==> config.mk <==
export PLATFORM = sky130hd
export DESIGN_NAME = etcu_top
export DESIGN_NICKNAME = d
export VERILOG_FILES = /design/src/etcu_pkg.sv /design/src/etcu_top.sv /design/src/etcu_wave.sv
export SDC_FILE = /design/constraint.sdc
export NUM_CORES = 1
export LEC_CHECK = 0
export BUFFER_PORTS_ARGS = -buffer_cell sky130_fd_sc_hd__buf_2
export CAP_MARGIN = 10
export CORE_AREA = 5 5 89 91
export CTS_CLUSTER_DIAMETER = 100
export DETAILED_ROUTE_END_ITERATION = 10
export DIE_AREA = 0 0 94 96
export PLACE_DENSITY = 0.88
export SLEW_MARGIN = 20
export SYNTH_ARGS = -nofsm -noshare
export SYNTH_HDL_FRONTEND = slang
export SYNTH_HIERARCHICAL = 1
export SYNTH_SLANG_ARGS = --single-unit
==> constraint.sdc <==
create_clock -name mclk -period 3.2 [get_ports mclk]
set_input_delay 0.32 -clock mclk [delete_from_list [all_inputs] [get_ports mclk]]
set_output_delay 0.32 -clock mclk [all_outputs]
set_load 0.03 [all_outputs]
==> src/etcu_pkg.sv <==
// etcu_pkg: constants and types for the eight bit timer compare unit
// assumes: included before etcu_top and etcu_wave
package etcu_pkg;
  localparam int ETCU_W = 8;
  localparam logic [7:0] ETCU_BOTTOM = 8'h00;
  localparam logic [7:0] ETCU_MAX = 8'hFF;
  localparam logic [7:0] ETCU_CNT_RST = 8'h00;
  localparam logic [7:0] ETCU_CMP_RST = 8'h00;
  localparam logic [2:0] ETCU_CS_OFF = 3'h0;
  localparam logic [2:0] ETCU_WGM_NORMAL = 3'h0;
  localparam logic [2:0] ETCU_WGM_PCPWM = 3'h1;
  localparam logic [2:0] ETCU_WGM_CTC = 3'h2;
  localparam logic [2:0] ETCU_WGM_FAST = 3'h3;
  localparam logic [2:0] ETCU_WGM_PCPWM_A = 3'h5;
  localparam logic [2:0] ETCU_WGM_FAST_A = 3'h7;
  localparam logic [1:0] ETCU_COM_NONE = 2'h0;
  localparam logic [1:0] ETCU_COM_TOGGLE = 2'h1;
  localparam logic [1:0] ETCU_COM_CLEAR = 2'h2;
  localparam logic [1:0] ETCU_COM_SET = 2'h3;
  localparam int ETCU_FLAG_OVF = 0;
  localparam int ETCU_FLAG_A = 1;
  localparam int ETCU_FLAG_B = 2;
  localparam int ETCU_PRE_W = 10;
  localparam logic [9:0] ETCU_PRE_RST = 10'h000;
  localparam int ETCU_SYNC_STAGES = 2;
  typedef enum logic [1:0] {
    ETCU_DIR_UP = 2'b01,
    ETCU_DIR_DOWN = 2'b10
  } etcu_dir_e;
endpackage

==> src/etcu_top.sv <==
// etcu_top: eight bit timer with two compare channels, control bits as ports
// assumes: processor writes arrive as one-cycle strobes on mclk;
// the crystal input is asynchronous and is synchronised here
`timescale 1ns/1ps
module etcu_top
  import etcu_pkg::*;
#(
  parameter int PRE_W = ETCU_PRE_W
)
(
  input wire logic mclk,
  input wire logic sys_rst,
  input wire logic async_clock_select,
  input wire logic crystal_in_pin,
  input wire logic [2:0] clock_select_field,
  input wire logic waveform_mode_bit0,
  input wire logic waveform_mode_bit1,
  input wire logic waveform_mode_bit2,
  input wire logic [1:0] compare_output_mode_a,
  input wire logic [1:0] compare_output_mode_b,
  input wire logic force_match_strobe_a,
  input wire logic force_match_strobe_b,
  input wire logic count_wr,
  input wire logic [7:0] count_wdata,
  input wire logic cmp_a_wr,
  input wire logic cmp_b_wr,
  input wire logic [7:0] cmp_wdata,
  input wire logic [2:0] irq_mask_reg,
  input wire logic [2:0] flag_clear_wr,
  input wire logic [2:0] irq_ack,
  output logic [7:0] timer_count_r,
  output logic [7:0] compare_value_a_r,
  output logic [7:0] compare_value_b_r,
  output logic [2:0] irq_flag_reg_r,
  output logic irq_out_r,
  output logic wave_out_a_r,
  output logic wave_out_b_r,
  output logic crystal_out_pin_r
);
  logic [2:0] wgm;
  logic pwm_mode;
  logic non_pwm;
  logic fast_pwm;
  logic top_is_a;
  logic [7:0] top_val;
  logic [1:0] xtal_sync_r;
  logic xtal_prev_r;
  logic xtal_edge;
  logic src_tick;
  logic [PRE_W-1:0] pre_r;
  logic [PRE_W-1:0] pre_nxt;
  logic [PRE_W-1:0] pre_prev_r;
  logic tick;
  logic [7:0] count_nxt;
  logic [7:0] act_a_r;
  logic [7:0] act_b_r;
  logic [7:0] act_a_nxt;
  logic [7:0] act_b_nxt;
  logic [7:0] buf_a_nxt;
  logic [7:0] buf_b_nxt;
  etcu_dir_e dir_r;
  etcu_dir_e dir_nxt;
  logic block_r;
  logic block_nxt;
  logic match_a;
  logic match_b;
  logic pend_a_r;
  logic pend_b_r;
  logic pend_a_nxt;
  logic pend_b_nxt;
  logic [2:0] flag_nxt;
  logic at_top;
  logic at_bottom;
  logic ovf_evt;
  logic force_a;
  logic force_b;
  logic counting_up;

  function automatic logic div_edge(input logic [PRE_W-1:0] cur,
                                    input logic [PRE_W-1:0] prev,
                                    input int bitno);
    div_edge = cur[bitno] && !prev[bitno];
  endfunction

  // ----------------------------------------
  // mode decode
  // ----------------------------------------
  assign wgm = {waveform_mode_bit2, waveform_mode_bit1, waveform_mode_bit0};
  assign non_pwm = (wgm == ETCU_WGM_NORMAL) || (wgm == ETCU_WGM_CTC);
  assign pwm_mode = !non_pwm;
  assign fast_pwm = (wgm == ETCU_WGM_FAST) || (wgm == ETCU_WGM_FAST_A);
  assign top_is_a = (wgm == ETCU_WGM_CTC) || (wgm == ETCU_WGM_FAST_A)
                    || (wgm == ETCU_WGM_PCPWM_A);
  assign top_val = top_is_a ? act_a_r : ETCU_MAX;
  assign at_top = (timer_count_r == top_val);
  assign at_bottom = (timer_count_r == ETCU_BOTTOM);
  assign counting_up = (dir_r == ETCU_DIR_UP);

  // ----------------------------------------
  // clock source and prescaler
  // ----------------------------------------
  assign xtal_edge = xtal_sync_r[1] && !xtal_prev_r;
  assign src_tick = async_clock_select ? xtal_edge : 1'b1;
  assign pre_nxt = src_tick ? pre_r + 1'b1 : pre_r;

  always_comb
  begin
    case (clock_select_field)
      3'h1: tick = src_tick;
      3'h2: tick = src_tick && div_edge(pre_r, pre_prev_r, 2);
      3'h3: tick = src_tick && div_edge(pre_r, pre_prev_r, 4);
      3'h4: tick = src_tick && div_edge(pre_r, pre_prev_r, 5);
      3'h5: tick = src_tick && div_edge(pre_r, pre_prev_r, 6);
      3'h6: tick = src_tick && div_edge(pre_r, pre_prev_r, 7);
      3'h7: tick = src_tick && div_edge(pre_r, pre_prev_r, PRE_W - 1);
      default: tick = 1'b0;
    endcase
  end

  always_ff @(posedge mclk)
  begin
    if (sys_rst)
    begin
      xtal_sync_r <= 2'h0;
      xtal_prev_r <= 1'b0;
      pre_r <= '0;
      pre_prev_r <= '0;
    end
    else
    begin
      xtal_sync_r <= {xtal_sync_r[0], crystal_in_pin};
      xtal_prev_r <= xtal_sync_r[1];
      pre_r <= pre_nxt;
      pre_prev_r <= pre_r;
    end
  end

  // ----------------------------------------
  // compare match
  // ----------------------------------------
  assign match_a = tick && !block_r && (timer_count_r == act_a_r);
  assign match_b = tick && !block_r && (timer_count_r == act_b_r);
  assign force_a = force_match_strobe_a && non_pwm;
  assign force_b = force_match_strobe_b && non_pwm;

  // ----------------------------------------
  // counter unit
  // ----------------------------------------
  always_comb
  begin
    count_nxt = timer_count_r;
    dir_nxt = dir_r;
    block_nxt = block_r;
    ovf_evt = 1'b0;
    if (tick)
    begin
      block_nxt = 1'b0;
      if (pwm_mode && !fast_pwm)
      begin
        if (dir_r == ETCU_DIR_UP)
        begin
          if (at_top)
          begin
            dir_nxt = ETCU_DIR_DOWN;
            count_nxt = timer_count_r - 8'h01;
          end
          else
            count_nxt = timer_count_r + 8'h01;
        end
        else
        begin
          if (at_bottom)
          begin
            dir_nxt = ETCU_DIR_UP;
            count_nxt = timer_count_r + 8'h01;
            ovf_evt = 1'b1;
          end
          else
            count_nxt = timer_count_r - 8'h01;
        end
      end
      else
      begin
        dir_nxt = ETCU_DIR_UP;
        if ((wgm == ETCU_WGM_CTC) && match_a)
          count_nxt = ETCU_BOTTOM;
        else if (fast_pwm && at_top)
        begin
          count_nxt = ETCU_BOTTOM;
          ovf_evt = 1'b1;
        end
        else
        begin
          count_nxt = timer_count_r + 8'h01;
          ovf_evt = (timer_count_r == ETCU_MAX);
        end
      end
    end
    if (count_wr)
    begin
      count_nxt = count_wdata;
      block_nxt = 1'b1;
    end
  end

  // ----------------------------------------
  // compare registers
  // ----------------------------------------
  always_comb
  begin
    act_a_nxt = act_a_r;
    act_b_nxt = act_b_r;
    buf_a_nxt = compare_value_a_r;
    buf_b_nxt = compare_value_b_r;
    if (cmp_a_wr)
      buf_a_nxt = cmp_wdata;
    if (cmp_b_wr)
      buf_b_nxt = cmp_wdata;
    if (non_pwm)
    begin
      act_a_nxt = buf_a_nxt;
      act_b_nxt = buf_b_nxt;
    end
    else if (tick && (fast_pwm ? at_top : (at_top || at_bottom)))
    begin
      act_a_nxt = compare_value_a_r;
      act_b_nxt = compare_value_b_r;
    end
  end

  // ----------------------------------------
  // flags and request
  // ----------------------------------------
  always_comb
  begin
    pend_a_nxt = match_a ? 1'b1 : (tick ? 1'b0 : pend_a_r);
    pend_b_nxt = match_b ? 1'b1 : (tick ? 1'b0 : pend_b_r);
    flag_nxt = irq_flag_reg_r & ~(flag_clear_wr | irq_ack);
    if (ovf_evt)
      flag_nxt[ETCU_FLAG_OVF] = 1'b1;
    if (tick && pend_a_r)
      flag_nxt[ETCU_FLAG_A] = 1'b1;
    if (tick && pend_b_r)
      flag_nxt[ETCU_FLAG_B] = 1'b1;
  end

  // ----------------------------------------
  // registers
  // ----------------------------------------
  always_ff @(posedge mclk)
  begin
    if (sys_rst)
    begin
      timer_count_r <= ETCU_CNT_RST;
      dir_r <= ETCU_DIR_UP;
      block_r <= 1'b0;
      act_a_r <= ETCU_CMP_RST;
      act_b_r <= ETCU_CMP_RST;
      compare_value_a_r <= ETCU_CMP_RST;
      compare_value_b_r <= ETCU_CMP_RST;
      pend_a_r <= 1'b0;
      pend_b_r <= 1'b0;
      irq_flag_reg_r <= 3'h0;
      irq_out_r <= 1'b0;
      crystal_out_pin_r <= 1'b0;
    end
    else
    begin
      timer_count_r <= count_nxt;
      dir_r <= dir_nxt;
      block_r <= block_nxt;
      act_a_r <= act_a_nxt;
      act_b_r <= act_b_nxt;
      compare_value_a_r <= buf_a_nxt;
      compare_value_b_r <= buf_b_nxt;
      pend_a_r <= pend_a_nxt;
      pend_b_r <= pend_b_nxt;
      irq_flag_reg_r <= flag_nxt;
      irq_out_r <= |(flag_nxt & irq_mask_reg);
      crystal_out_pin_r <= ~xtal_sync_r[1];
    end
  end

  // ----------------------------------------
  // waveform channels
  // ----------------------------------------
  etcu_wave u_wave_a (
    .mclk(mclk),
    .sys_rst(sys_rst),
    .tick(tick),
    .match(match_a),
    .force_match(force_a),
    .non_pwm(non_pwm),
    .fast_pwm(fast_pwm),
    .at_bottom(at_bottom),
    .counting_up(counting_up),
    .compare_output_mode(compare_output_mode_a),
    .wave_out_r(wave_out_a_r)
  );

  etcu_wave u_wave_b (
    .mclk(mclk),
    .sys_rst(sys_rst),
    .tick(tick),
    .match(match_b),
    .force_match(force_b),
    .non_pwm(non_pwm),
    .fast_pwm(fast_pwm),
    .at_bottom(at_bottom),
    .counting_up(counting_up),
    .compare_output_mode(compare_output_mode_b),
    .wave_out_r(wave_out_b_r)
  );
endmodule

==> src/etcu_wave.sv <==
// etcu_wave: output compare state of one channel
// assumes: match and force strobes arrive as one-cycle pulses on mclk
`timescale 1ns/1ps
module etcu_wave
  import etcu_pkg::*;
(
  input wire logic mclk,
  input wire logic sys_rst,
  input wire logic tick,
  input wire logic match,
  input wire logic force_match,
  input wire logic non_pwm,
  input wire logic fast_pwm,
  input wire logic at_bottom,
  input wire logic counting_up,
  input wire logic [1:0] compare_output_mode,
  output logic wave_out_r
);
  logic wave_nxt;

  // ----------------------------------------
  // waveform state
  // ----------------------------------------
  always_comb
  begin
    wave_nxt = wave_out_r;
    if (non_pwm)
    begin
      if (match || force_match)
      begin
        case (compare_output_mode)
          ETCU_COM_TOGGLE: wave_nxt = ~wave_out_r;
          ETCU_COM_CLEAR: wave_nxt = 1'b0;
          ETCU_COM_SET: wave_nxt = 1'b1;
          default: wave_nxt = wave_out_r;
        endcase
      end
    end
    else if (compare_output_mode[1])
    begin
      if (fast_pwm)
      begin
        if (match)
          wave_nxt = compare_output_mode[0];
        else if (tick && at_bottom)
          wave_nxt = ~compare_output_mode[0];
      end
      else if (match)
        wave_nxt = counting_up ? compare_output_mode[0] : ~compare_output_mode[0];
    end
  end

  always_ff @(posedge mclk)
  begin
    if (sys_rst)
      wave_out_r <= 1'b0;
    else
      wave_out_r <= wave_nxt;
  end
endmodule

==> metrics.cfg, run 1 <==
[power_and_ir_drop]
p_sw_uw = 584
p_seq_frac = 0.477
vdd_ir_drop_max_mv = 0.254
p_leak_nw = 1.80
intPower_mw = 1.45
power.density_nw_per_um2 = 478
combinationalPowerShare = 0.179
switching_share = 0.287
power_frac_clock = 0.344

[critical_path]
endpoint = u_wave_b/wave_out_r$_SDFFE_PP0P_
worstPathRequired_ns = 3.47
crit_arrival_ns = 3.14
timing.rr.end = u_wave_b/wave_out_r$_SDFFE_PP0P_
end_kind = flop
setup.worst_path.class = reg2reg
critical_path.startpoint = pre_r[2]$_SDFFE_PP0P_
r2r-start = pre_r[2]$_SDFFE_PP0P_
r2r_cells = 9
cp-start-kind = flop
cp_max_fo = 10
r2r_slack_ns = 0.33

[timing]
clock_skew_ns = 0.0100
finalHoldViolCount = 0
period_needed_ns = 2.87
tightest_slew_ns = 0.700
slew_violations = 0
whs_ns = 0.178
timing.final.crit_share = 0.896
fin_tns_setup_ns = 0
fmax_ghz = 0.349
setup_viol = 0
rsz0062_at_grt = false
maxSlewHeadroom = 0.533

[placement]
dpl.hpwl_mm = 6.23
dp_cells = 574
gp_congestion = 0.949
numPortBuffers = 74

[die]
io_pins = 75
fp.dieArea_um2 = 9020
die_y_um = 96
die_w_um = 94
rows = 31
start_util = 0.524
coreArea_um2 = 7060

[outcome]
status = completed

[min_path]
hold_start = irq_mask_reg[0]
hp-class = in2reg

[clocking]
cts_resized = 0
cts.clk_slew.worst_paths_ns = 0.08
numCtsBuffers = 9
clkLatencyLatePin_ns = 0.34
cts.sinks = 71
cts_setup_buffers = 0
cts-root-buf = clkbuf_8
cts_tree = done
htree_num_levels = 3
hold_buffers = 0
clockBufferDepth = 2

[grt]
grt_max_degree = 61
track_usage = 0.196
overflow = 0
antenna_found_initial = 0
grt_pass1_wl_mm = 14.2
grt_pass1_vias = 3064

[final_layout]
nets = 534
syn_to_final_growth_pct = 15.2
fin_cells = 590
drive_above_1_share = 0.234
diodes = 0

[synth]
synth-edff-count = 0
postSynthAreaPerCell_um2 = 8.87
ys_warn_count = 6
syn_inst = 417
synth_cell_type_count = 53
syn-num-nets = 465
async_flop_share = 0
ys.flop_type = dfxtp_1
synthesis.area_um2 = 3700
ys_seq_area_frac = 0.384
ys_ff_latch = 71

[job]
maxCapViolCount = 0

[route]
dr.pass1.iters = 5
final_antenna_net_count = 0
vias = 3197
drtIter0Drc = 198
vias_per_cell = 5.42
wirelength_mm = 8.36
wl_per_cell_um = 14.2
drc = 0

==> worst min-delay path by stage <==
stage                                   endpoint  slack (ns)  depth (start not counted)
floorplan           crystal_out_pin_r$_SDFF_PP0_        0.39                          1
global placement    crystal_out_pin_r$_SDFF_PP0_        0.41                          1
detailed placement  crystal_out_pin_r$_SDFF_PP0_        0.42                          1
CTS                         irq_out_r$_SDFF_PP0_        0.17                          2
global route                irq_out_r$_SDFF_PP0_        0.19                          2
finish                      irq_out_r$_SDFF_PP0_        0.18                          2
==> critical path: stages, from the launching register on <==
cell and delay [ns]:
dfxtp_1 0.41, nor2b_1 0.17, o21a_1 0.12, a311oi_1 0.04, or4_1 0.69, nor4_1 0.67, a21oi_1 0.09, o21a_1 0.15
or3_1 0.35, o22ai_1 0.11
==> cells by family after synthesis <==
logic type                 Yosys count  share of synthesized area
DFF                                 71                      0.384
xor gates and xnor gates            21                     0.0497
AOI/OAI and AO/OA                   77                      0.162
muxes                               44                      0.119
buffers and inverters               41                     0.0649
and+or+nand+nor                    159                      0.206
adders and majority gates            4                     0.0135
==> through the flow <==
step                      cell area, µm²  worst slack, ns   util  power [mW]
after floorplan                     3700            0.789      -        1.26
after global placement              4070            0.504  0.576        1.34
after detailed placement            4070            0.415  0.576        1.35
after CTS                           4260            0.386  0.604        2.05
after global routing                4260            0.244  0.604        2.13
final                               4260            0.333  0.604        2.04
==> layout make-up <==
type	count	area, µm²
fill	626	2800
multi-input combinational	305	2040
clock buffer	13	149
sequential	71	1420
tap	99	124
inverter	19	71.3
timing repair buffer	80	415
clock inverter	3	42.5
==> layout by cell type (no fill, tap or decap), types with 11 or more instances in the layout <==
master    count
nand3_1      11
nand2_1      23
buf_2        74
a211oi_2     15
mux2i_1      44
nor2_1       72
nor2b_1      15
dfxtp_1      71
xnor2_1      15
a21oi_1      18
inv_1        18
==> Yosys cell counts (3+ instances only) <==
library cell	number	area (µm²)
a21oi_1	18	90.1
nand2_1	23	86.3
ha_1	4	50.1
nor3_1	6	30.0
xnor2_1	15	131
a22oi_1	10	75.1
inv_1	18	67.6
dfxtp_1	71	1420
nand3_1	11	55.1
o21ai_0	7	35.0
buf_6	7	78.8
and3_1	3	18.8
nor2b_1	15	93.8
nor2_1	72	270
buf_2	3	15.0
mux2i_1	44	440
nand4_1	10	62.6
clkbuf_1	6	22.5
a211oi_2	15	188
or3_1	3	18.8
o21a_1	4	30.0
o22ai_1	7	43.8
and2_1	4	25.0
xor2_1	6	52.6
==> sequential cells by signal, summed over array words and instances, names as in the netlist, 2 cells and up <==
name and count:
pre_r 10, act_a_r 8, act_b_r 8, compare_value_a_r 8, compare_value_b_r 8, timer_count_r 8
pre_prev_r 6, irq_flag_reg_r 3, dir_r 2, xtal_sync_r 2
==> routing by layer <==
metal / up-vias / share of wire / global-route usage
met3: 19 / 0.065 / 0.0453
met4: 0 / 0.021 / 0.0782
met1: 1465 / 0.46 / 0.258
met2: 112 / 0.45 / 0.313
li1: 1601 / - / -
met5: - / 0 / 0
==> power by group through the flow <==
stage / registers [mW] / logic, mW / clock network, mW
floorplan: 1.02 / 0.240 / 0
global placement: 0.989 / 0.351 / 0
detailed placement: 0.992 / 0.361 / 0
CTS: 0.972 / 0.364 / 0.713
global route: 0.979 / 0.401 / 0.749
finish: 0.972 / 0.364 / 0.701
(Power assumes the default switching activity.)
==> run 2: changes to the inputs <==
Settings changed: RECOVER_POWER set to 25.
==> run 2 against run 1 <==
Net effect: first-iteration DRC count down 1.5%; largest cell class unchanged; critical endpoint unchanged; final cell count did not move; register-to-register slack barely moved; highest routed layer unchanged; global-route usage is the same; clock skew about the same; die area unchanged; flip-flop and latch count is the same.
==> metrics.cfg, run 2 (same netlist as run 1, synthesis figures left out) <==
[clocking]
cts.clk_slew.worst_paths_ns = 0.08  ; about the same
cts_resized = 0  ; unchanged
cts_tree = done  ; unchanged
hold_buffers = 0  ; unchanged
cts-root-buf = clkbuf_8  ; unchanged
numCtsBuffers = 9  ; unchanged
clockBufferDepth = 2  ; unchanged
cts.sinks = 71  ; unchanged
htree_num_levels = 3  ; unchanged
clkLatencyLatePin_ns = 0.34  ; about the same
cts_setup_buffers = 0  ; unchanged

[timing]
setup_viol = 0  ; unchanged
maxSlewHeadroom = 0.0937  ; was 0.533
fin_tns_setup_ns = 0  ; unchanged
slew_violations = 0  ; unchanged
timing.final.crit_share = 0.896  ; about the same
clock_skew_ns = 0.0100  ; about the same
rsz0062_at_grt = false  ; unchanged
tightest_slew_ns = 1.36  ; was 0.700 ns
fmax_ghz = 0.349  ; about the same
finalHoldViolCount = 0  ; unchanged
period_needed_ns = 2.87  ; about the same

[final_layout]
layout_commonest_cell = buf_2  ; unchanged
n_fill_cell = 627  ; was 626
syn_to_final_growth_pct = 15.1  ; was 15.2%
largest_register = pre_r  ; unchanged
diodes = 0  ; unchanged
fin_cells = 590  ; unchanged
postLayoutCoreUtil = 0.603  ; was 0.604
drive_above_1_share = 0.232  ; was 0.234
largest_reg_flops = 10  ; unchanged
layout_common_cells = buf_2, nor2_1, dfxtp_1  ; unchanged
nets = 534  ; unchanged
fin_area_um2 = 4260  ; about the same

[power_and_ir_drop]
power.density_nw_per_um2 = 479  ; was 478 nW/µm²
switching_share = 0.287  ; about the same
p_seq_frac = 0.477  ; about the same
power_frac_clock = 0.345  ; was 0.344
total_power_mw = 2.04  ; about the same
p_leak_nw = 1.79  ; was 1.80 nW
p_sw_uw = 585  ; was 584 µW
intPower_mw = 1.45  ; about the same
combinationalPowerShare = 0.178  ; was 0.179
vdd_ir_drop_max_mv = 0.254  ; about the same

[die]
fp.dieArea_um2 = 9020  ; unchanged
rows = 31  ; unchanged
coreArea_um2 = 7060  ; unchanged
start_util = 0.524  ; unchanged
die_w_um = 94  ; unchanged
io_pins = 75  ; unchanged
die_y_um = 96  ; unchanged

[placement]
numPortBuffers = 74  ; unchanged
dpl.hpwl_mm = 6.23  ; unchanged
post_dp_cell_area_um2 = 4070  ; unchanged
dp_cells = 574  ; unchanged
gp_congestion = 0.949  ; unchanged

[outcome]
status = completed  ; unchanged

[min_path]
min_to = irq_out_r$_SDFF_PP0_  ; unchanged
hold_start = irq_mask_reg[0]  ; unchanged
min_path_cells = 2  ; unchanged
hp-class = in2reg  ; unchanged

[critical_path]
end_kind = flop  ; unchanged
r2r_slack_ns = 0.33  ; about the same
cp-start-kind = flop  ; unchanged
crit_arrival_ns = 3.14  ; about the same
timing.rr.end = u_wave_b/wave_out_r$_SDFFE_PP0P_  ; unchanged
r2r_cells = 9  ; unchanged
setup.worst_path.class = reg2reg  ; unchanged
worstPathRequired_ns = 3.47  ; about the same
cp_max_fo = 10  ; unchanged
r2r-start = pre_r[2]$_SDFFE_PP0P_  ; unchanged

[grt]
grt_pass1_wl_mm = 14.2  ; unchanged
overflow = 0  ; unchanged
antenna_found_initial = 0  ; unchanged
track_usage = 0.196  ; unchanged
grt_max_degree = 61  ; unchanged
grt_pass1_vias = 3064  ; unchanged

[route]
vias_per_cell = 5.41  ; was 5.42
drc = 0  ; unchanged
wl_per_cell_um = 14.2  ; about the same
dr.pass1.iters = 5  ; unchanged
wirelength_mm = 8.38  ; was 8.36 mm
vias = 3194  ; was 3197
final_antenna_net_count = 0  ; unchanged
drtIter0Drc = 195  ; was 198

[job]
maxCapViolCount = 0  ; unchanged

[run 2: cell count changes in the layout (fill, tap and decap cells not counted), sizes merged]
cell | previous run | this run
buf | 80 | 78
clkbuf | 13 | 15
[run 2: per-layer routing]
metal,up-vias,share of wire,GRT usage
met5,-,0,0
met2,116,0.45,0.313
met3,17,0.068,0.0453
li1,1602,-,-
met4,0,0.021,0.0782
met1,1459,0.46,0.258
[run 2: power by group through the flow]
stage | combinational (mW) | clock (mW) | sequential [mW]
floorplan | 0.240 | 0 | 1.02
detailed placement | 0.361 | 0 | 0.992
global placement | 0.351 | 0 | 0.989
CTS | 0.364 | 0.713 | 0.972
global route | 0.401 | 0.749 | 0.979
finish | 0.364 | 0.702 | 0.972
[run 2: metrics by stage]
stage / setup slack [ns] / hold WS [ns]
final: 0.332 / 0.177
after global routing: 0.243 / 0.187
after CTS: 0.386 / 0.174
after detailed placement: 0.415 / 0.416
after global placement: 0.504 / 0.405
after floorplan: 0.789 / 0.393
[run 2: worst max-delay path, stage by stage, from the launching register on]
cell,delay (ns)
dfxtp_1,0.41
nor2b_1,0.17
o21a_1,0.12
a311oi_1,0.04
or4_1,0.69
nor4_1,0.67
a21oi_1,0.09
o21a_1,0.15
or3_1,0.35
o22ai_1,0.11
[run 2: worst max-delay path by stage]
stage | startpoint | to | slack, ns | cells after the start
after detailed placement | pre_r[2]$_SDFFE_PP0P_ | u_wave_b/wave_out_r$_SDFFE_PP0P_ | 0.42 | 9
after CTS | pre_r[2]$_SDFFE_PP0P_ | u_wave_b/wave_out_r$_SDFFE_PP0P_ | 0.39 | 9
after floorplan | timer_count_r[2]$_SDFFE_PP0P_ | timer_count_r[1]$_SDFFE_PP0P_ | 0.79 | 9
after global placement | pre_r[2]$_SDFFE_PP0P_ | u_wave_b/wave_out_r$_SDFFE_PP0P_ | 0.50 | 9
final | pre_r[2]$_SDFFE_PP0P_ | u_wave_b/wave_out_r$_SDFFE_PP0P_ | 0.33 | 9
after global routing | pre_r[2]$_SDFFE_PP0P_ | u_wave_b/wave_out_r$_SDFFE_PP0P_ | 0.24 | 9
[run 2: area by class of cell]
class                      count  area (µm²)  share of cell area
tap                           99         124              0.0291
clock buffer                  13         149              0.0350
multi-input combinational    305        2040               0.479
sequential                    71        1420               0.334
inverter                      19        71.3              0.0168
clock inverter                 3        42.5             0.00999
timing repair buffer          80         412              0.0967
